===== config.mk =====
export PLATFORM = sky130hd
export DESIGN_NAME = uls_line_status
export DESIGN_NICKNAME = d
export VERILOG_FILES = /design/src/common/uls_pkg.sv /design/src/hw/uls_line_status.sv
export SDC_FILE = /design/constraint.sdc
export NUM_CORES = 1
export LEC_CHECK = 0
export ABC_AREA = 0
export BUFFER_PORTS_ARGS = -buffer_cell sky130_fd_sc_hd__buf_2
export CAP_MARGIN = 20
export CORE_MARGIN = 5
export CORE_UTILIZATION = 60
export DETAILED_ROUTE_END_ITERATION = 12
export MAX_ROUTING_LAYER = met4
export PLACE_DENSITY = 0.81
export SYNTH_ARGS = -nofsm -noshare
export SYNTH_HDL_FRONTEND = slang
export SYNTH_SLANG_ARGS = --single-unit

===== constraint.sdc =====
create_clock -name i_core_clk -period 5.75 [get_ports i_core_clk]
set_input_delay 0.575 -clock i_core_clk [delete_from_list [all_inputs] [get_ports i_core_clk]]
set_output_delay 0.575 -clock i_core_clk [all_outputs]
set_load 0.01 [all_outputs]

===== src/common/uls_pkg.sv =====
// constants for the uart line status block
// Function
// status bit 7 set while receive FIFO holds any error-tagged character
// status bit 7 clears once no held character carries an error tag
// without FIFOs, bit 6 high when holding and shift registers both empty
// transmitter-empty low while holding or shift register holds a character
// with FIFOs, transmitter-empty only when tx FIFO and shift reg empty
// without FIFOs, bit 5 sets when character moves holding to shift
// holding-register-empty clears when host writes the holding register
// interrupt request while holding-register-empty set and enable on
// with FIFOs, bit 5 sets when tx FIFO empties, clears on any write
// bit 4 set when serial input stays low a full character frame
// each break condition loads exactly one break character
// bit 3 framing error low by default and for clean characters
// bit 3 set for missing stop bit; follows receive FIFO head
// line status register is read-only; host writes change nothing
package uls_pkg;
  // ===========================================================
  // register offsets
  localparam logic [2:0] OFF_DATA   = 3'h0;
  localparam logic [2:0] OFF_CTRL   = 3'h1;
  localparam logic [2:0] OFF_STATUS = 3'h5;
  // ===========================================================
  // control fields and reset values
  localparam int CTRL_FIFO_EN  = 0;
  localparam int CTRL_THRE_IEN = 1;
  localparam logic [1:0] CTRL_RST = 2'h0;
  // ===========================================================
  // status field positions
  localparam int ST_FIFO_ERR = 7;
  localparam int ST_TEMT     = 6;
  localparam int ST_THRE     = 5;
  localparam int ST_BREAK    = 4;
  localparam int ST_FRAME    = 3;
  // ===========================================================
  // receive tag layout
  localparam int TAG_PAR = 0;
  localparam int TAG_FRM = 1;
  localparam int TAG_BRK = 2;
  localparam logic [2:0] TAG_BREAK_CHAR = 3'h4;
  // ===========================================================
  // timing
  localparam int CLK_PERIOD_NS = 5;
  localparam int BIT_TIME_NS   = 8680;
  localparam int FRAME_BITS    = 10;
  localparam int BIT_CYCLES    = BIT_TIME_NS / CLK_PERIOD_NS;
  localparam int FRAME_CYCLES  = FRAME_BITS * BIT_CYCLES;
endpackage


===== src/hw/uls_line_status.sv =====
// line status flags with tx occupancy and rx error tag tracking
`timescale 1ns/1ps
module uls_line_status #(
  parameter int RX_DEPTH  = 16,
  parameter int TX_DEPTH  = 16,
  parameter int BRK_CYCLES = uls_pkg::FRAME_CYCLES
) (
  input  wire logic       i_core_clk,
  input  wire logic       i_resetn,
  input  wire logic [2:0] i_addr,
  input  wire logic [7:0] i_wdata,
  input  wire logic       i_wr,
  input  wire logic       i_rd,
  output logic      [7:0] o_rdata,
  input  wire logic       i_tx_load,
  input  wire logic       i_tx_done,
  output logic            o_tx_pending,
  output logic      [7:0] o_tx_byte,
  input  wire logic       i_rx_valid,
  input  wire logic [7:0] i_rx_data,
  input  wire logic       i_rx_par_err,
  input  wire logic       i_rx_frm_err,
  input  wire logic       i_rx_serial,
  output logic            o_irq
);
  localparam int RAW = $clog2(RX_DEPTH);
  localparam int TAW = $clog2(TX_DEPTH);
  localparam int BCW = $clog2(BRK_CYCLES + 1);

  logic [1:0]     ctrl_ff;
  logic [7:0]     rdata_ff;
  logic [TAW:0]   tx_cnt_ff;
  logic [TAW:0]   nxt_tx_cnt;
  logic [TAW-1:0] tx_wp_ff;
  logic [TAW-1:0] tx_rp_ff;
  logic [7:0]     tx_mem [TX_DEPTH];
  logic           shift_busy_ff;
  logic           thre_ff;
  logic [RAW:0]   rx_cnt_ff;
  logic [RAW:0]   err_cnt_ff;
  logic [RAW-1:0] rx_wp_ff;
  logic [RAW-1:0] rx_rp_ff;
  logic [10:0]    rx_mem [RX_DEPTH];
  logic           rx_meta_ff;
  logic           rx_sync_ff;
  logic [BCW-1:0] brk_cnt_ff;
  logic           brk_done_ff;
  logic           brk_push;
  logic           push;
  logic           pop;
  logic [2:0]     push_tag;
  logic [7:0]     push_data;
  logic [2:0]     head_tag;
  logic           fifo_en;
  logic           wr_data;
  logic           wr_ctrl;
  logic           tx_cap;
  logic           flush;
  logic           rx_do_push;
  logic           temt;
  logic [7:0]     status;

  assign fifo_en = ctrl_ff[uls_pkg::CTRL_FIFO_EN];
  assign wr_data = i_wr && (i_addr == uls_pkg::OFF_DATA);
  assign wr_ctrl = i_wr && (i_addr == uls_pkg::OFF_CTRL);
  assign tx_cap  = fifo_en ? (tx_cnt_ff != (TAW+1)'(TX_DEPTH))
                           : (tx_cnt_ff == '0);
  assign flush   = wr_ctrl && (i_wdata[uls_pkg::CTRL_FIFO_EN] != fifo_en);

  // ===========================================================
  // control register
  // changing the fifo mode flushes both queues, as in classic parts
  always_ff @(posedge i_core_clk) begin
    if (!i_resetn) begin
      ctrl_ff <= uls_pkg::CTRL_RST;
    end else if (wr_ctrl) begin
      ctrl_ff <= i_wdata[1:0];
    end
  end

  // ===========================================================
  // transmit holding register / fifo
  // a write into a full holder is dropped; load with nothing held ignored
  always_comb begin
    nxt_tx_cnt = tx_cnt_ff;
    if (wr_data && tx_cap) begin
      nxt_tx_cnt = nxt_tx_cnt + 1'b1;
    end
    if (i_tx_load && (tx_cnt_ff != '0)) begin
      nxt_tx_cnt = nxt_tx_cnt - 1'b1;
    end
  end

  always_ff @(posedge i_core_clk) begin
    if (!i_resetn || flush) begin
      tx_cnt_ff <= '0;
      tx_wp_ff  <= '0;
      tx_rp_ff  <= '0;
    end else begin
      tx_cnt_ff <= nxt_tx_cnt;
      if (wr_data && tx_cap) begin
        tx_wp_ff <= tx_wp_ff + 1'b1;
      end
      if (i_tx_load && (tx_cnt_ff != '0)) begin
        tx_rp_ff <= tx_rp_ff + 1'b1;
      end
    end
  end

  always_ff @(posedge i_core_clk) begin
    if (wr_data && tx_cap) begin
      tx_mem[tx_wp_ff] <= i_wdata;
    end
  end

  always_ff @(posedge i_core_clk) begin
    if (!i_resetn) begin
      o_tx_byte <= 8'h00;
    end else begin
      o_tx_byte <= (tx_cnt_ff != '0) ? tx_mem[tx_rp_ff] : 8'h00;
    end
  end

  // empty flag follows the holder count: sets on the move, clears on write
  always_ff @(posedge i_core_clk) begin
    if (!i_resetn || flush) begin
      thre_ff <= 1'b1;
    end else begin
      thre_ff <= (nxt_tx_cnt == '0);
    end
  end

  always_ff @(posedge i_core_clk) begin
    if (!i_resetn) begin
      shift_busy_ff <= 1'b0;
    end else if (i_tx_load && (tx_cnt_ff != '0)) begin
      shift_busy_ff <= 1'b1;
    end else if (i_tx_done) begin
      shift_busy_ff <= 1'b0;
    end
  end

  assign o_tx_pending = (tx_cnt_ff != '0);
  assign temt  = thre_ff && !shift_busy_ff;
  assign o_irq = thre_ff && ctrl_ff[uls_pkg::CTRL_THRE_IEN];

  // ===========================================================
  // break detection on the synchronised serial input
  always_ff @(posedge i_core_clk) begin
    if (!i_resetn) begin
      rx_meta_ff <= 1'b1;
      rx_sync_ff <= 1'b1;
    end else begin
      rx_meta_ff <= i_rx_serial;
      rx_sync_ff <= rx_meta_ff;
    end
  end

  // one break per low period; rearmed only when the line returns high
  always_ff @(posedge i_core_clk) begin
    if (!i_resetn || rx_sync_ff) begin
      brk_cnt_ff  <= '0;
      brk_done_ff <= 1'b0;
    end else if (!brk_done_ff) begin
      if (brk_cnt_ff == BCW'(BRK_CYCLES - 1)) begin
        brk_done_ff <= 1'b1;
      end else begin
        brk_cnt_ff <= brk_cnt_ff + 1'b1;
      end
    end
  end

  assign brk_push = !rx_sync_ff && !brk_done_ff
                    && (brk_cnt_ff == BCW'(BRK_CYCLES - 1));

  // ===========================================================
  // receive queue of data and error tags
  // break has priority; a character in the same cycle is lost
  assign push      = brk_push || i_rx_valid;
  assign push_tag  = brk_push ? uls_pkg::TAG_BREAK_CHAR
                              : {1'b0, i_rx_frm_err, i_rx_par_err};
  assign push_data = brk_push ? 8'h00 : i_rx_data;
  assign rx_do_push = push && (!fifo_en || pop
                               || (rx_cnt_ff != (RAW+1)'(RX_DEPTH)));
  assign pop  = i_rd && (i_addr == uls_pkg::OFF_DATA) && (rx_cnt_ff != '0);
  assign head_tag = (rx_cnt_ff != '0) ? rx_mem[rx_rp_ff][10:8] : 3'h0;

  always_ff @(posedge i_core_clk) begin
    // a dropped push into a full fifo must not land on the head entry
    if (rx_do_push) begin
      rx_mem[fifo_en ? rx_wp_ff : rx_rp_ff] <= {push_tag, push_data};
    end
  end

  // without fifos the single holder is overwritten; full fifo drops push unless a pop frees a slot
  always_ff @(posedge i_core_clk) begin
    if (!i_resetn || flush) begin
      rx_cnt_ff  <= '0;
      err_cnt_ff <= '0;
      rx_wp_ff   <= '0;
      rx_rp_ff   <= '0;
    end else if (!fifo_en) begin
      if (push) begin
        rx_cnt_ff  <= (RAW+1)'(1);
        err_cnt_ff <= (RAW+1)'(push_tag != 3'h0);
      end else if (pop) begin
        rx_cnt_ff  <= '0;
        err_cnt_ff <= '0;
      end
    end else begin
      if (rx_do_push) begin
        rx_wp_ff <= rx_wp_ff + 1'b1;
      end
      if (pop) begin
        rx_rp_ff <= rx_rp_ff + 1'b1;
      end
      rx_cnt_ff <= rx_cnt_ff + (RAW+1)'(rx_do_push) - (RAW+1)'(pop);
      err_cnt_ff <= err_cnt_ff
                    + (RAW+1)'(rx_do_push && (push_tag != 3'h0))
                    - (RAW+1)'(pop && (head_tag != 3'h0));
    end
  end

  // ===========================================================
  // status and read port; status address ignores writes
  always_comb begin
    status = 8'h00;
    status[uls_pkg::ST_FIFO_ERR] = (err_cnt_ff != '0);
    status[uls_pkg::ST_TEMT]     = temt;
    status[uls_pkg::ST_THRE]     = thre_ff;
    status[uls_pkg::ST_BREAK]    = head_tag[uls_pkg::TAG_BRK];
    status[uls_pkg::ST_FRAME]    = head_tag[uls_pkg::TAG_FRM];
  end

  always_ff @(posedge i_core_clk) begin
    if (!i_resetn) begin
      rdata_ff <= 8'h00;
    end else if (i_rd) begin
      unique case (i_addr)
        uls_pkg::OFF_DATA:
          rdata_ff <= (rx_cnt_ff != '0) ? rx_mem[rx_rp_ff][7:0] : 8'h00;
        uls_pkg::OFF_CTRL:   rdata_ff <= {6'h00, ctrl_ff};
        uls_pkg::OFF_STATUS: rdata_ff <= status;
        default:             rdata_ff <= 8'h00;
      endcase
    end else begin
      rdata_ff <= 8'h00;
    end
  end

  assign o_rdata = rdata_ff;
endmodule


[After elaboration in Yosys (flattened, before gate mapping)]
Memory sizes are Yosys's and may differ from the RTL's. A register that Yosys moved wholly into a read port is not among the register bits.
Index checks and enable logic that the tools add are counted.
Operators by class
  div/mod/pow operators: 0
  multiply operators: 0
  mux-type cells: 24
  $add $sub $neg: 11
  eq/ne operators: 6
  order comparisons: 0
  bitwise operators: 2
  shifts and indexed selects: 0
  reduce and logical (&&, ||, !) cells: 40
Operator list (number)
  $mux W5: 7
  $pmux W8 S3: 1
  $add A4 B1 Y4 const B: 4
  $mux W8: 2
  $add A15 B1 Y15 const B: 1
  $eq A15 B15 Y1 const B: 1
  $reduce_bool A5 Y1: 3
  $logic_and A1 B1 Y1: 14
  $mux W4: 3
  $add A5 B1 Y5: 2
  $logic_not A5 Y1: 2
  $ne A5 B5 Y1 const B: 2
  $reduce_and A2 Y1: 5
  $sub A5 B1 Y5: 2
  $mux W1: 9
  $reduce_bool A3 Y1: 3
  $logic_not A1 Y1: 6
  $mux W3: 2
  $add A5 B1 Y5 const B: 1
  $logic_or A1 B1 Y1: 5
  $sub A5 B1 Y5 const B: 1
  $eq A3 B1 Y1 const B: 1
  $eq A3 B3 Y1 const B: 1
  $logic_not A3 Y1: 1
  3 further kinds: 4
Storage, ports and cells
  memories kept: 2
  input port bits: 29
  memory bits (writable): 304
  flip-flop bits (word level): 61
  latch bits: 0
  output and inout port bits: 18
  ROM bits: 0
Memory list
  rx_mem: depth 16, width 11, read ports 1, clocked after Yosys merged registers in 1, write ports 1, line uls_line_status.sv:43  | logic [10:0] rx_mem [RX_DEPTH];
  tx_mem: depth 16, width 8, read ports 1, clocked after Yosys merged registers in 1, write ports 1, line uls_line_status.sv:36  | logic [7:0] tx_mem [TX_DEPTH];

[Logic depth before layout (Yosys ltp)]
Gate-level depths: netlist of run 1.
  depth in word-level cells: 10
  depth in mapped cells: 18
  depth with buffers taken out: 17

[Worst setup path after synthesis of run 1]
OpenSTA, ideal clock, no wires.
  kind: register -> register
  from: register (tool-made name)
  to: register err_cnt_ff[4]
  path slack: 1.781 ns
  setup time: 0.115 ns
  arrival time: 3.854 ns
  cell stages (with the launch flop): 18
  data required time: 5.635 ns
  path buffers: 2
  cells stage by stage: dfxtp_1 -> clkbuf_1 -> buf_2 -> mux4_2 -> mux4_2 -> nor3_1 -> nor2_1 -> ha_1 -> inv_1 -> ha_1 -> inv_1 -> fa_1 -> nand2b_1 -> a21oi_1 -> o21ai_0 -> a31oi_1 -> nor2b_1 -> o21a_1
RTL lines
  end signal, assigned: line uls_line_status.sv:205  | err_cnt_ff <= (RAW+1)'(push_tag != 3'h0);
  end signal, assigned: line uls_line_status.sv:218  | err_cnt_ff <= err_cnt_ff
  end, declared: line uls_line_status.sv:40  | logic [RAW:0] err_cnt_ff;

[Worst setup path in the final report of run 1]
  from: register brk_cnt_ff[4]
  to: register rx_cnt_ff[4]
Between the ends
  longest elaborated chain between the ends: 7
  elaborated cells between the ends (all ways): 9
Ends and longest elaborated chain
  start, declared: line uls_line_status.sv:46  | logic [BCW-1:0] brk_cnt_ff;
  start signal, assigned: line uls_line_status.sv:168  | brk_cnt_ff <= brk_cnt_ff + 1'b1;
  $eq A15 B15 Y1 *: line uls_line_status.sv:174  | && (brk_cnt_ff == BCW'(BRK_CYCLES - 1));
  $logic_and A1 B1 Y1 *: line uls_line_status.sv:174
  via brk_push: line uls_line_status.sv:48  | logic brk_push;
  $logic_or A1 B1 Y1 *: line uls_line_status.sv:179  | assign push = brk_push || i_rx_valid;
  $logic_and A1 B1 Y1: line uls_line_status.sv:183  | assign rx_do_push = push && (!fifo_en || pop
  $add A5 B1 Y5: line uls_line_status.sv:217  | rx_cnt_ff <= rx_cnt_ff + (RAW+1)'(rx_do_push) - (RAW+1)'(pop);
  $sub A5 B1 Y5: line uls_line_status.sv:217
  $mux W5: line uls_line_status.sv:202  | end else if (!fifo_en) begin
  end signal, assigned: line uls_line_status.sv:204  | rx_cnt_ff <= (RAW+1)'(1);
  end signal, assigned: line uls_line_status.sv:217
  end, declared: line uls_line_status.sv:39  | logic [RAW:0] rx_cnt_ff;
The timed path passes the listed nets; every way through them passes the cells marked *.
A chain may end at the register's enable or synchronous reset.

==> out/qor.yml, run 1 <==
outcome:
  status: "complete, no violations"
drt:
  vias: 8132
  wl_met3_um: 2249
  drt-met1-wl_um: 12630
  drc: 0
  vias_per_cell: 6.222
  routed.top_layer: "met4"
  drt_iter0_markers: 861
  first_pass_iters: 5
  antenna_left: 0
  met2_length_um: 16270
  finalWirelength_um: 31810
  routedWlPerCell_um: 24.34
pwr:
  leakage_nw: 5.673
  power_density_nw_per_um2: 360.6
  power_mw: 6.224
  vdd_ir_drop_max_mv: 0.3002
clocking:
  ctsResizeCount: 0
  cts_max_path_buffers: 3
  cts_buffers: 38
  clk_pin_slew_ns: 0.06
  cts_setup_buffers: 0
  cts.sinks: 377
  clkLatencyLatePin_ns: 0.53
  cts-htree-levels: 2
  root_buffer: "clkbuf_16"
  holdBufCountCts: 0
  cts_tree: "built"
finish:
  fin_util_pct: 68.75
  mostFrequentLayoutCells: "304 x edfxtp_1, 95 x mux4_2, 78 x nor2_1"
  finalInstanceArea_um2: 17260
  fin_cells: 1307
  insertedDiodeCount: 0
  nets: 1002
  syn_to_final_growth_pct: 12.94
  layout-drive-gt1-share_pct: 24.36
  layout_commonest_cell: "edfxtp_1"
yosys:
  yosysSeqAreaShare_pct: 69.29
  async_flop_share_pct: 0
  yosysWarnings: 0
  syn_area_per_cell_um2: 17.33
  synth_edf_count: 304
  syn_area_um2: 15280
  syn_nets: 936
  yosys_register_bits: 377
  synthFlopType: "edfxtp_1"
  ys_types: 64
  synth_cells: 882
sta:
  whs_ns: 0.2482
  maxSlewHeadroom_pct: 34.11
  worst_slew_pin_slew_ns: 0.9873
  setup_viol: 0
  post-route-period-util_pct: 75.06
  slew_violations: 0
  rsz0062_at_grt: "false"
  fin_ws_ns: 1.434
  hold_viol: 0
  fin_setup_tns_ns: 0
  max_freq_mhz: 231.7
  fin_skew_ns: 0.01870
  fin_crit_ns: 4.316
min_path:
  hp-class: "input pin to register"
setup_path:
  worst-path-buf-inv: 3
  start_kind: "register"
  crit_chain: "or4b_1, nor3_4, nand2_1, inv_2, o21a_1, inv_1, ha_1, inv_1, ha_1, fa_1, a21oi_1, o21bai_1, xnor2_1, a21oi_1, nor2b_1, o21a_1"
  crit_family: "simple AND/OR/NAND/NOR gates"
  arrival_ns: 4.72
  cp.required_ns: 6.16
  crit_path_max_fanout: 21
  critPathSlowestCell: "or4b_1"
  cp-end-kind: "register"
  path_class: "register to register"
  cpPeakStageDelay_ns: 0.59
grt:
  track_usage_pct: 23.35
  first_global_vias: 8357
  grt_pass1_wl_um: 49270
  grt_overflow: 0
  grt_max_degree: 37
  antenna_found_initial: 0
floorplanning:
  coreArea_um2: 25110
  dieArea_um2: 28760
  fp.dieH_um: 169.6
  initial_core_util_pct: 60.87
  fp.dieW_um: 169.6
  io-pin-count: 47
  rows: 58
placement:
  dp_cells: 1238
  place_ws_ns: 1.490
  gp_congestion: 0.8182
  place_area_um2: 15940
  dp_hpwl_um: 19050
  numPortBuffers: 46
job:
  timing.max_cap.violations: 0
sequential cells by signal, summed over array words and instances (netlist names), 5 cells and up, named ones only:
register and count:
rx_mem 176, tx_mem 128, brk_cnt_ff 15, o_rdata 8, o_tx_byte 8, err_cnt_ff 5
rx_cnt_ff 5, tx_cnt_ff 5
report_power, final:
part | leakage [nW] | switching, mW | internal (mW) | total, mW
logic | 1.69 | 0.321 | 0.281 | 0.602
registers | 3.34 | 0.0430 | 3.00 | 3.04
clock network | 0.646 | 1.02 | 1.56 | 2.58
area by class of cell:
class | count | area, µm²
sequential | 377 | 10590
clock buffer | 49 | 1044
fill | 1611 | 7848
inverter | 24 | 90.09
multi-input combinational | 442 | 4474
timing repair buffer | 65 | 372.9
clock inverter | 20 | 275.3
tap | 330 | 412.9
path summary, 6_finish.rpt:
check	from	endpoint	slack [ns]	depth (start not counted)
max reg2reg	brk_cnt_ff[4]	rx_cnt_ff[4]	1.43	16
min reg2reg	rx_meta_ff	rx_sync_ff	0.42	1
min	i_rx_serial	rx_meta_ff	0.25	2
max	brk_cnt_ff[4]	rx_cnt_ff[4]	1.43	16
kinds of logic (layout without fill, tap and decap cells):
| group | Yosys count | after routing | share of synthesized area (%) |
|---|---|---|---|
| compound gates | 64 | 64 | 3.177 |
| xor+xnor | 34 | 34 | 1.948 |
| fa+ha+maj | 25 | 25 | 2.145 |
| buf+inv | 63 | 158 | 1.637 |
| flops | 377 | 377 | 69.29 |
| mux | 108 | 108 | 14.87 |
| simple gates | 211 | 211 | 6.934 |
routing by layer:
layer | track usage [%] | up-vias
li1 | - | 3589
met1 | 31.06 | 4148
met2 | 38.79 | 342
met3 | 3.471 | 53
met4 | 5.600 | 0
met5 | - | -
worst reg2reg max path, delay by kind of cell (launching register included):
kind                     cells  cell delay [ns]
AO/OA/AOI/OAI                5             0.82
XOR/XNOR                     1             0.14
adder cells (fa/ha/maj)      3             0.88
buffers and inverters        3             0.56
flip-flops                   1             0.36
AND/OR/NAND/NOR              4             1.46
Yosys cell counts (2+ instances only):
library cell | instances | area [µm²]
a21o_1 | 3 | 22.52
nand4_1 | 7 | 43.79
o2111ai_1 | 3 | 26.28
and3_1 | 6 | 37.54
and2_1 | 15 | 93.84
fa_1 | 2 | 40.04
o41ai_1 | 2 | 17.52
buf_2 | 8 | 40.04
or3_1 | 4 | 25.02
a21oi_1 | 15 | 75.07
clkbuf_1 | 27 | 101.4
o21a_1 | 4 | 30.03
a31oi_1 | 4 | 25.02
xnor2_1 | 12 | 105.1
edfxtp_1 | 304 | 9129
a22oi_1 | 7 | 52.55
nand4b_1 | 2 | 17.52
a32oi_1 | 4 | 35.03
mux2i_1 | 11 | 110.1
mux2_2 | 2 | 22.52
dfxtp_1 | 73 | 1461
o21ai_0 | 4 | 20.02
nor3_1 | 12 | 60.06
nand3_1 | 13 | 65.06
nor2b_1 | 15 | 93.84
ha_1 | 23 | 287.8
nand2b_1 | 9 | 56.30
or4b_1 | 2 | 20.02
a211oi_1 | 2 | 15.01
nor2_1 | 85 | 319.1
o211a_1 | 2 | 20.02
buf_1 | 3 | 11.26
inv_1 | 23 | 86.33
nor4b_1 | 2 | 17.52
xor2_1 | 22 | 192.7
mux4_2 | 95 | 2140
nand2_1 | 28 | 105.1
Note: power is estimated with default switching activity, not from simulation.
==> run 2, diff against run 1 <==
--- a/config.mk
+++ b/config.mk
@@ -9,10 +9,10 @@
 export BUFFER_PORTS_ARGS = -buffer_cell sky130_fd_sc_hd__buf_2
 export CAP_MARGIN = 20
 export CORE_MARGIN = 5
-export CORE_UTILIZATION = 60
+export CORE_UTILIZATION = 56
 export DETAILED_ROUTE_END_ITERATION = 12
 export MAX_ROUTING_LAYER = met4
-export PLACE_DENSITY = 0.81
+export PLACE_DENSITY = 0.8
 export SYNTH_ARGS = -nofsm -noshare
 export SYNTH_HDL_FRONTEND = slang
 export SYNTH_SLANG_ARGS = --single-unit
==> constraint.sdc (replaced) <==
create_clock -name i_core_clk -period 3.6 [get_ports i_core_clk]
set_input_delay 0.36 -clock i_core_clk [delete_from_list [all_inputs] [get_ports i_core_clk]]
set_output_delay 0.36 -clock i_core_clk [all_outputs]
set_load 0.01 [all_outputs]
==> run 2 against run 1 <==
Effect of this change: the flow now finishes with violations (negative setup slack); clock skew up 0.0061 ns; routed wire length down 0.60%; first-iteration DRC count is 7.5% lower; global-route usage decreased by 1.9 points; hold slack lost 0.22 ns; combinational power up 59%; sequential power rose by 60%; setup slack got worse by 1.5 ns; flip-flop and latch count is the same; final area rose by 1.6%; maximum frequency increased by 19%.
==> out/qor.yml, run 2 (same netlist as run 1, synthesis figures left out) <==
drt:
  vias_per_cell: 6.050
  drc: 0
  first_pass_iters: 7
  antenna_left: 0
  drt_iter0_markers: 796
  vias: 8252
  finalWirelength_um: 31620
  routedWlPerCell_um: 23.18
sta:
  fin_skew_ns: 0.02481
  max_freq_mhz: 275.5
  slew_violations: 0
  fin_ws_ns: -0.03037
  maxSlewHeadroom_pct: 50.56
  rsz0062_at_grt: "true"
  worst_slew_pin_slew_ns: 0.7388
  setup_viol: 1
  hold_viol: 0
  fin_crit_ns: 3.630
  post-route-period-util_pct: 100.8
clocking:
  cts.sinks: 377
  cts_tree: "built"
  clkLatencyLatePin_ns: 0.53
  clk_pin_slew_ns: 0.06
  cts_buffers: 38
  cts_max_path_buffers: 3
  root_buffer: "clkbuf_16"
  cts-htree-levels: 2
job:
  timing.max_cap.violations: 0
grt:
  first_global_vias: 8488
  grt_max_degree: 36
  grt_pass1_wl_um: 49270
  grt_overflow: 0
  antenna_found_initial: 1
  track_usage_pct: 21.49
min_path:
  hold-path-cell-count: 2
  hp-class: "input pin to register"
  holdPathEnd: "rx_meta_ff"
  worstHoldStart: "i_rx_serial"
pwr:
  vdd_ir_drop_max_mv: 0.4398
  leakage_nw: 5.858
  power_density_nw_per_um2: 542.5
  power_mw: 9.512
setup_path:
  crit_family: "multiplexers"
  arrival_ns: 4.05
  cpPeakStageDelay_ns: 0.50
  path_class: "register to register"
  rrSetupSlack_ns: -0.03
  reg2reg_depth: 17
  worst-path-buf-inv: 4
  crit_chain: "buf_12, buf_8, mux4_2, mux4_2, nor3_2, nor2_1, ha_1, inv_1, ha_2, inv_2, fa_2, nand2b_4, a21oi_4, or3_4, a31oi_1, nor2b_1, o21a_1"
  crit_top_cell: "mux4_2"
  r2r_end: "err_cnt_ff[4]"
  cp-end-kind: "register"
  start_kind: "register"
  crit_path_max_fanout: 6
  critPathSlowestCell: "mux4_2"
  cp.required_ns: 4.02
finish:
  fin_cells: 1364
  largest_reg_flops: 176
  multi_input_area_um2: 4487
  ff_latch_area_um2: 10600
  nFillCells: 1760
  syn_to_final_growth_pct: 14.73
  layout-drive-gt1-share_pct: 27.01
  nets: 1047
  largest_register: "rx_mem"
  finalInstanceArea_um2: 17530
  reg_top3: "rx_mem (176), tx_mem (128), brk_cnt_ff (15)"
  layout_commonest_cell: "edfxtp_1"
  mostFrequentLayoutCells: "304 x edfxtp_1, 95 x mux4_2, 84 x nor2_1"
floorplanning:
  initial_core_util_pct: 56.71
  io-pin-count: 47
  fp.dieH_um: 175.2
  dieArea_um2: 30700
  fp.dieW_um: 175.2
  rows: 60
  coreArea_um2: 26950
placement:
  dp_cells: 1287
  place_area_um2: 16260
  numPortBuffers: 46
  dp_hpwl_um: 19830
  gp_congestion: 0.8200
outcome:
  violations: "negative setup slack"
  status: "complete, but fails checks"
## run 2: cell types whose count changed in the layout (fill, tap and decap cells not counted), sizes merged
cell / delta
buf: +45
clkinvlp: -1
diode: +1
bufinv: -5
clkinv: +6
## run 2: repair_timing
item                                    4_1_cts  5_1_grt
pin swaps                                     2        8
hold buffers                                  0        0
buffers inserted                              2        6
resized for setup                             6       11
endpoints found under the setup margin        1        2
## run 2: worst reg2reg max path, delay by kind of cell, from the launching register on
| kind | cells | cell delay, ns |
|---|---|---|
| buffers and inverters | 4 | 0.33 |
| multiplexers | 2 | 0.98 |
| flip-flops | 1 | 0.37 |
| AND/OR/NAND/NOR | 5 | 0.80 |
| AO/OA/AOI/OAI | 3 | 0.40 |
| adder cells (fa/ha/maj) | 3 | 0.63 |
## run 2: metal layers
metal / vias to the layer above / track usage (%) / part of all wire, %
li1: 3676 / - / -
met1: 4185 / 28.44 / 40
met2: 316 / 34.55 / 50
met3: 75 / 4.370 / 7.3
met4: 0 / 5.892 / 2.5
met5: - / - / 0
## run 2: worst max path at each step
stage	from	end	depth (start not counted)
global route	register	err_cnt_ff[4]	17
finish	register	err_cnt_ff[4]	17
global placement	register	err_cnt_ff[4]	16
floorplan	register	err_cnt_ff[4]	17
CTS	register	err_cnt_ff[4]	16
detailed placement	register	err_cnt_ff[4]	16
## run 2: final cells by class
cell class | count | area share (%)
diodes | 1 | 0.01427
well taps | 341 | 2.433
multi-input cells | 442 | 25.59
repair buffers | 110 | 4.331
flip-flops and latches | 377 | 60.43
clock inverters | 20 | 0.7992
inverters | 24 | 0.5138
clock buffers | 49 | 5.894
## run 2: through the flow
| step | hold WS [ns] | setup WS (ns) | utilization, % | TNS [ns] |
|---|---|---|---|---|
| after global routing | 0.02875 | -0.1618 | 65.06 | -0.2301 |
| final | 0.02636 | -0.03037 | 65.06 | -0.03037 |
| after global placement | 0.4085 | -0.02160 | 60.35 | -0.02160 |
| after detailed placement | 0.4084 | -0.09853 | 60.35 | -0.09853 |
| after CTS | 0.01970 | 0.02170 | 64.84 | 0 |
| after floorplan | 0.3863 | 0.003501 | - | 0 |
## run 2: power breakdown
part / switching [mW] / internal (mW) / leakage [nW]
Combinational: 0.486 / 0.469 / 1.94
Sequential: 0.0876 / 4.79 / 3.34
Clock: 1.57 / 2.11 / 0.578
Total: 2.15 / 7.36 / 5.86
==> run 3, diff against run 2 <==
--- a/config.mk
+++ b/config.mk
@@ -9,10 +9,10 @@
 export BUFFER_PORTS_ARGS = -buffer_cell sky130_fd_sc_hd__buf_2
 export CAP_MARGIN = 20
 export CORE_MARGIN = 5
-export CORE_UTILIZATION = 56
+export CORE_UTILIZATION = 60
 export DETAILED_ROUTE_END_ITERATION = 12
 export MAX_ROUTING_LAYER = met4
-export PLACE_DENSITY = 0.8
+export PLACE_DENSITY = 0.81
 export SYNTH_ARGS = -nofsm -noshare
 export SYNTH_HDL_FRONTEND = slang
 export SYNTH_SLANG_ARGS = --single-unit
==> constraint.sdc (replaced) <==
create_clock -name i_core_clk -period 4.2 [get_ports i_core_clk]
set_input_delay 0.42 -clock i_core_clk [delete_from_list [all_inputs] [get_ports i_core_clk]]
set_output_delay 0.42 -clock i_core_clk [all_outputs]
set_load 0.01 [all_outputs]
==> run 3 against run 2 <==
Effect of this change: the flow now finishes without violations; flip-flop and latch count stayed put; routed wire length is 0.45% higher; via count is 1.3% lower; global-route usage is 1.6 points higher; critical endpoint unchanged; highest routed layer unchanged.
==> out/qor.yml, run 3 (same netlist as run 1, synthesis figures left out) <==
outcome:
  status: "complete, no violations"
pwr:
  switching_power_mw: 1.831
  swShare_pct: 22.69
  pwr-share-seq_pct: 51.8
  internal_power_mw: 6.240
  power_density_nw_per_um2: 470.2
  vdd_ir_drop_max_mv: 0.3969
  leakage_nw: 5.678
  combPwrFrac_pct: 10.2
  clock_power_share_pct: 37.9
clocking:
  root_buffer: "clkbuf_16"
  cts.sinks: 377
  clkLatencyLatePin_ns: 0.52
  cts_max_path_buffers: 3
  cts_tree: "built"
  cts_buffers: 37
  cts-htree-levels: 2
  clk_pin_slew_ns: 0.06
finish:
  layout-drive-gt1-share_pct: 24.12
  largest_register: "rx_mem"
  nFillCells: 1618
  fin_util_pct: 68.36
  nets: 1020
  mostFrequentLayoutCells: "304 x edfxtp_1, 95 x mux4_2, 85 x nor2_1"
  reg_top3: "rx_mem (176), tx_mem (128), brk_cnt_ff (15)"
  syn_to_final_growth_pct: 12.31
  insertedDiodeCount: 0
  largest_reg_flops: 176
  layout_commonest_cell: "edfxtp_1"
  ff_latch_area_um2: 10600
  multi_input_area_um2: 4447
sta:
  max_freq_mhz: 264.0
  fin_crit_ns: 3.787
  setup_viol: 0
  maxSlewHeadroom_pct: 43.49
  fin_setup_tns_ns: 0
  worst_slew_pin_slew_ns: 0.8445
  rsz0062_at_grt: "false"
  post-route-period-util_pct: 90.17
  fin_skew_ns: 0.01343
  hold_viol: 0
  slew_violations: 0
min_path:
  worstHoldStart: "i_rx_serial"
  hp-class: "input pin to register"
  hold-path-cell-count: 2
  holdPathEnd: "rx_meta_ff"
job:
  timing.max_cap.violations: 0
setup_path:
  cpPeakStageDelay_ns: 0.57
  path_class: "register to register"
  crit_path_max_fanout: 15
  r2r_end: "err_cnt_ff[4]"
  start_kind: "register"
  crit_chain: "mux4_2, mux4_2, nor3_1, nor2_1, ha_1, inv_1, ha_1, inv_1, fa_1, nand2b_1, a21oi_1, o21ai_0, a31oi_1, nor2b_1, o21a_1"
  arrival_ns: 4.19
  rrSetupSlack_ns: 0.41
  critPathSlowestCell: "mux4_2"
  cp.required_ns: 4.61
  worst-path-buf-inv: 2
  cp-end-kind: "register"
  crit_family: "multiplexers"
  reg2reg_depth: 15
floorplanning:
  io-pin-count: 47
  fp.dieH_um: 169.6
  fp.dieW_um: 169.6
  rows: 58
  coreArea_um2: 25110
  initial_core_util_pct: 60.87
  dieArea_um2: 28760
placement:
  numPortBuffers: 46
  dp_hpwl_um: 20080
  gp_congestion: 0.9106
drt:
  drc: 0
  vias_per_cell: 6.166
  antenna_left: 0
  finalWirelength_um: 31760
  routedWlPerCell_um: 24.04
  vias: 8145
  first_pass_iters: 5
  drt_iter0_markers: 1003
grt:
  grt_max_degree: 23
  track_usage_pct: 23.11
  antenna_found_initial: 0
  first_global_vias: 8373
  grt_overflow: 0
  grt_pass1_wl_um: 49010
-- run 3: worst max-delay path by stage --
stage                  start       endpoint  slack [ns]  cells after the start
finish              register  err_cnt_ff[4]        0.41                     15
global route        register  err_cnt_ff[4]        0.12                     15
CTS                 register  err_cnt_ff[4]        0.27                     15
detailed placement  register  err_cnt_ff[4]        0.31                     15
global placement    register  err_cnt_ff[4]        0.37                     15
floorplan           register  err_cnt_ff[4]        0.23                     17
-- run 3: what timing repair did --
action                                  in CTS  in global routing
hold buffers                                 0                  0
resized for setup                            0                  1
buffers inserted                             0                  0
endpoints found under the setup margin       0                  1
-- run 3: metal layers --
metal | vias up | routed length (µm) | GRT usage, %
met5 | - | 0 | -
met4 | 0 | 867 | 6.650
met3 | 67 | 2251 | 3.704
met2 | 316 | 16050 | 37.42
met1 | 4150 | 12590 | 30.92
li1 | 3612 | - | -
-- run 3: per-stage QoR --
step | setup WS, ns | area [µm²] | cells | hold WS [ns] | power [mW]
6_report | 0.4127 | 17170 | 1321 | 0.1007 | 8.072
3_3_place_gp | 0.3726 | 16060 | 1257 | 0.3965 | 5.045
2_1_floorplan | 0.2314 | 15280 | 882 | 0.3863 | 4.852
3_5_place_dp | 0.3108 | 16060 | 1257 | 0.4186 | 5.082
5_1_grt | 0.1216 | 17170 | 1321 | 0.1071 | 8.387
4_1_cts | 0.2711 | 17160 | 1321 | 0.09016 | 8.133
-- run 3: power by group through the flow --
stage               registers, mW  logic (mW)  clock network [mW]
floorplan                    4.23       0.627                   0
global placement             4.26       0.787                   0
detailed placement           4.27       0.816                   0
CTS                          4.19       0.829                3.12
global route                 4.20       0.901                3.29
finish                       4.18       0.824                3.06
-- run 3: layout make-up --
| type | instances | area share [%] |
|---|---|---|
| sequential | 377 | 61.72 |
| multi-input combinational | 442 | 25.91 |
| clock buffer | 45 | 5.569 |
| timing repair buffer | 84 | 3.003 |
| tap | 330 | 2.405 |
| clock inverter | 19 | 0.8674 |
| inverter | 24 | 0.5248 |
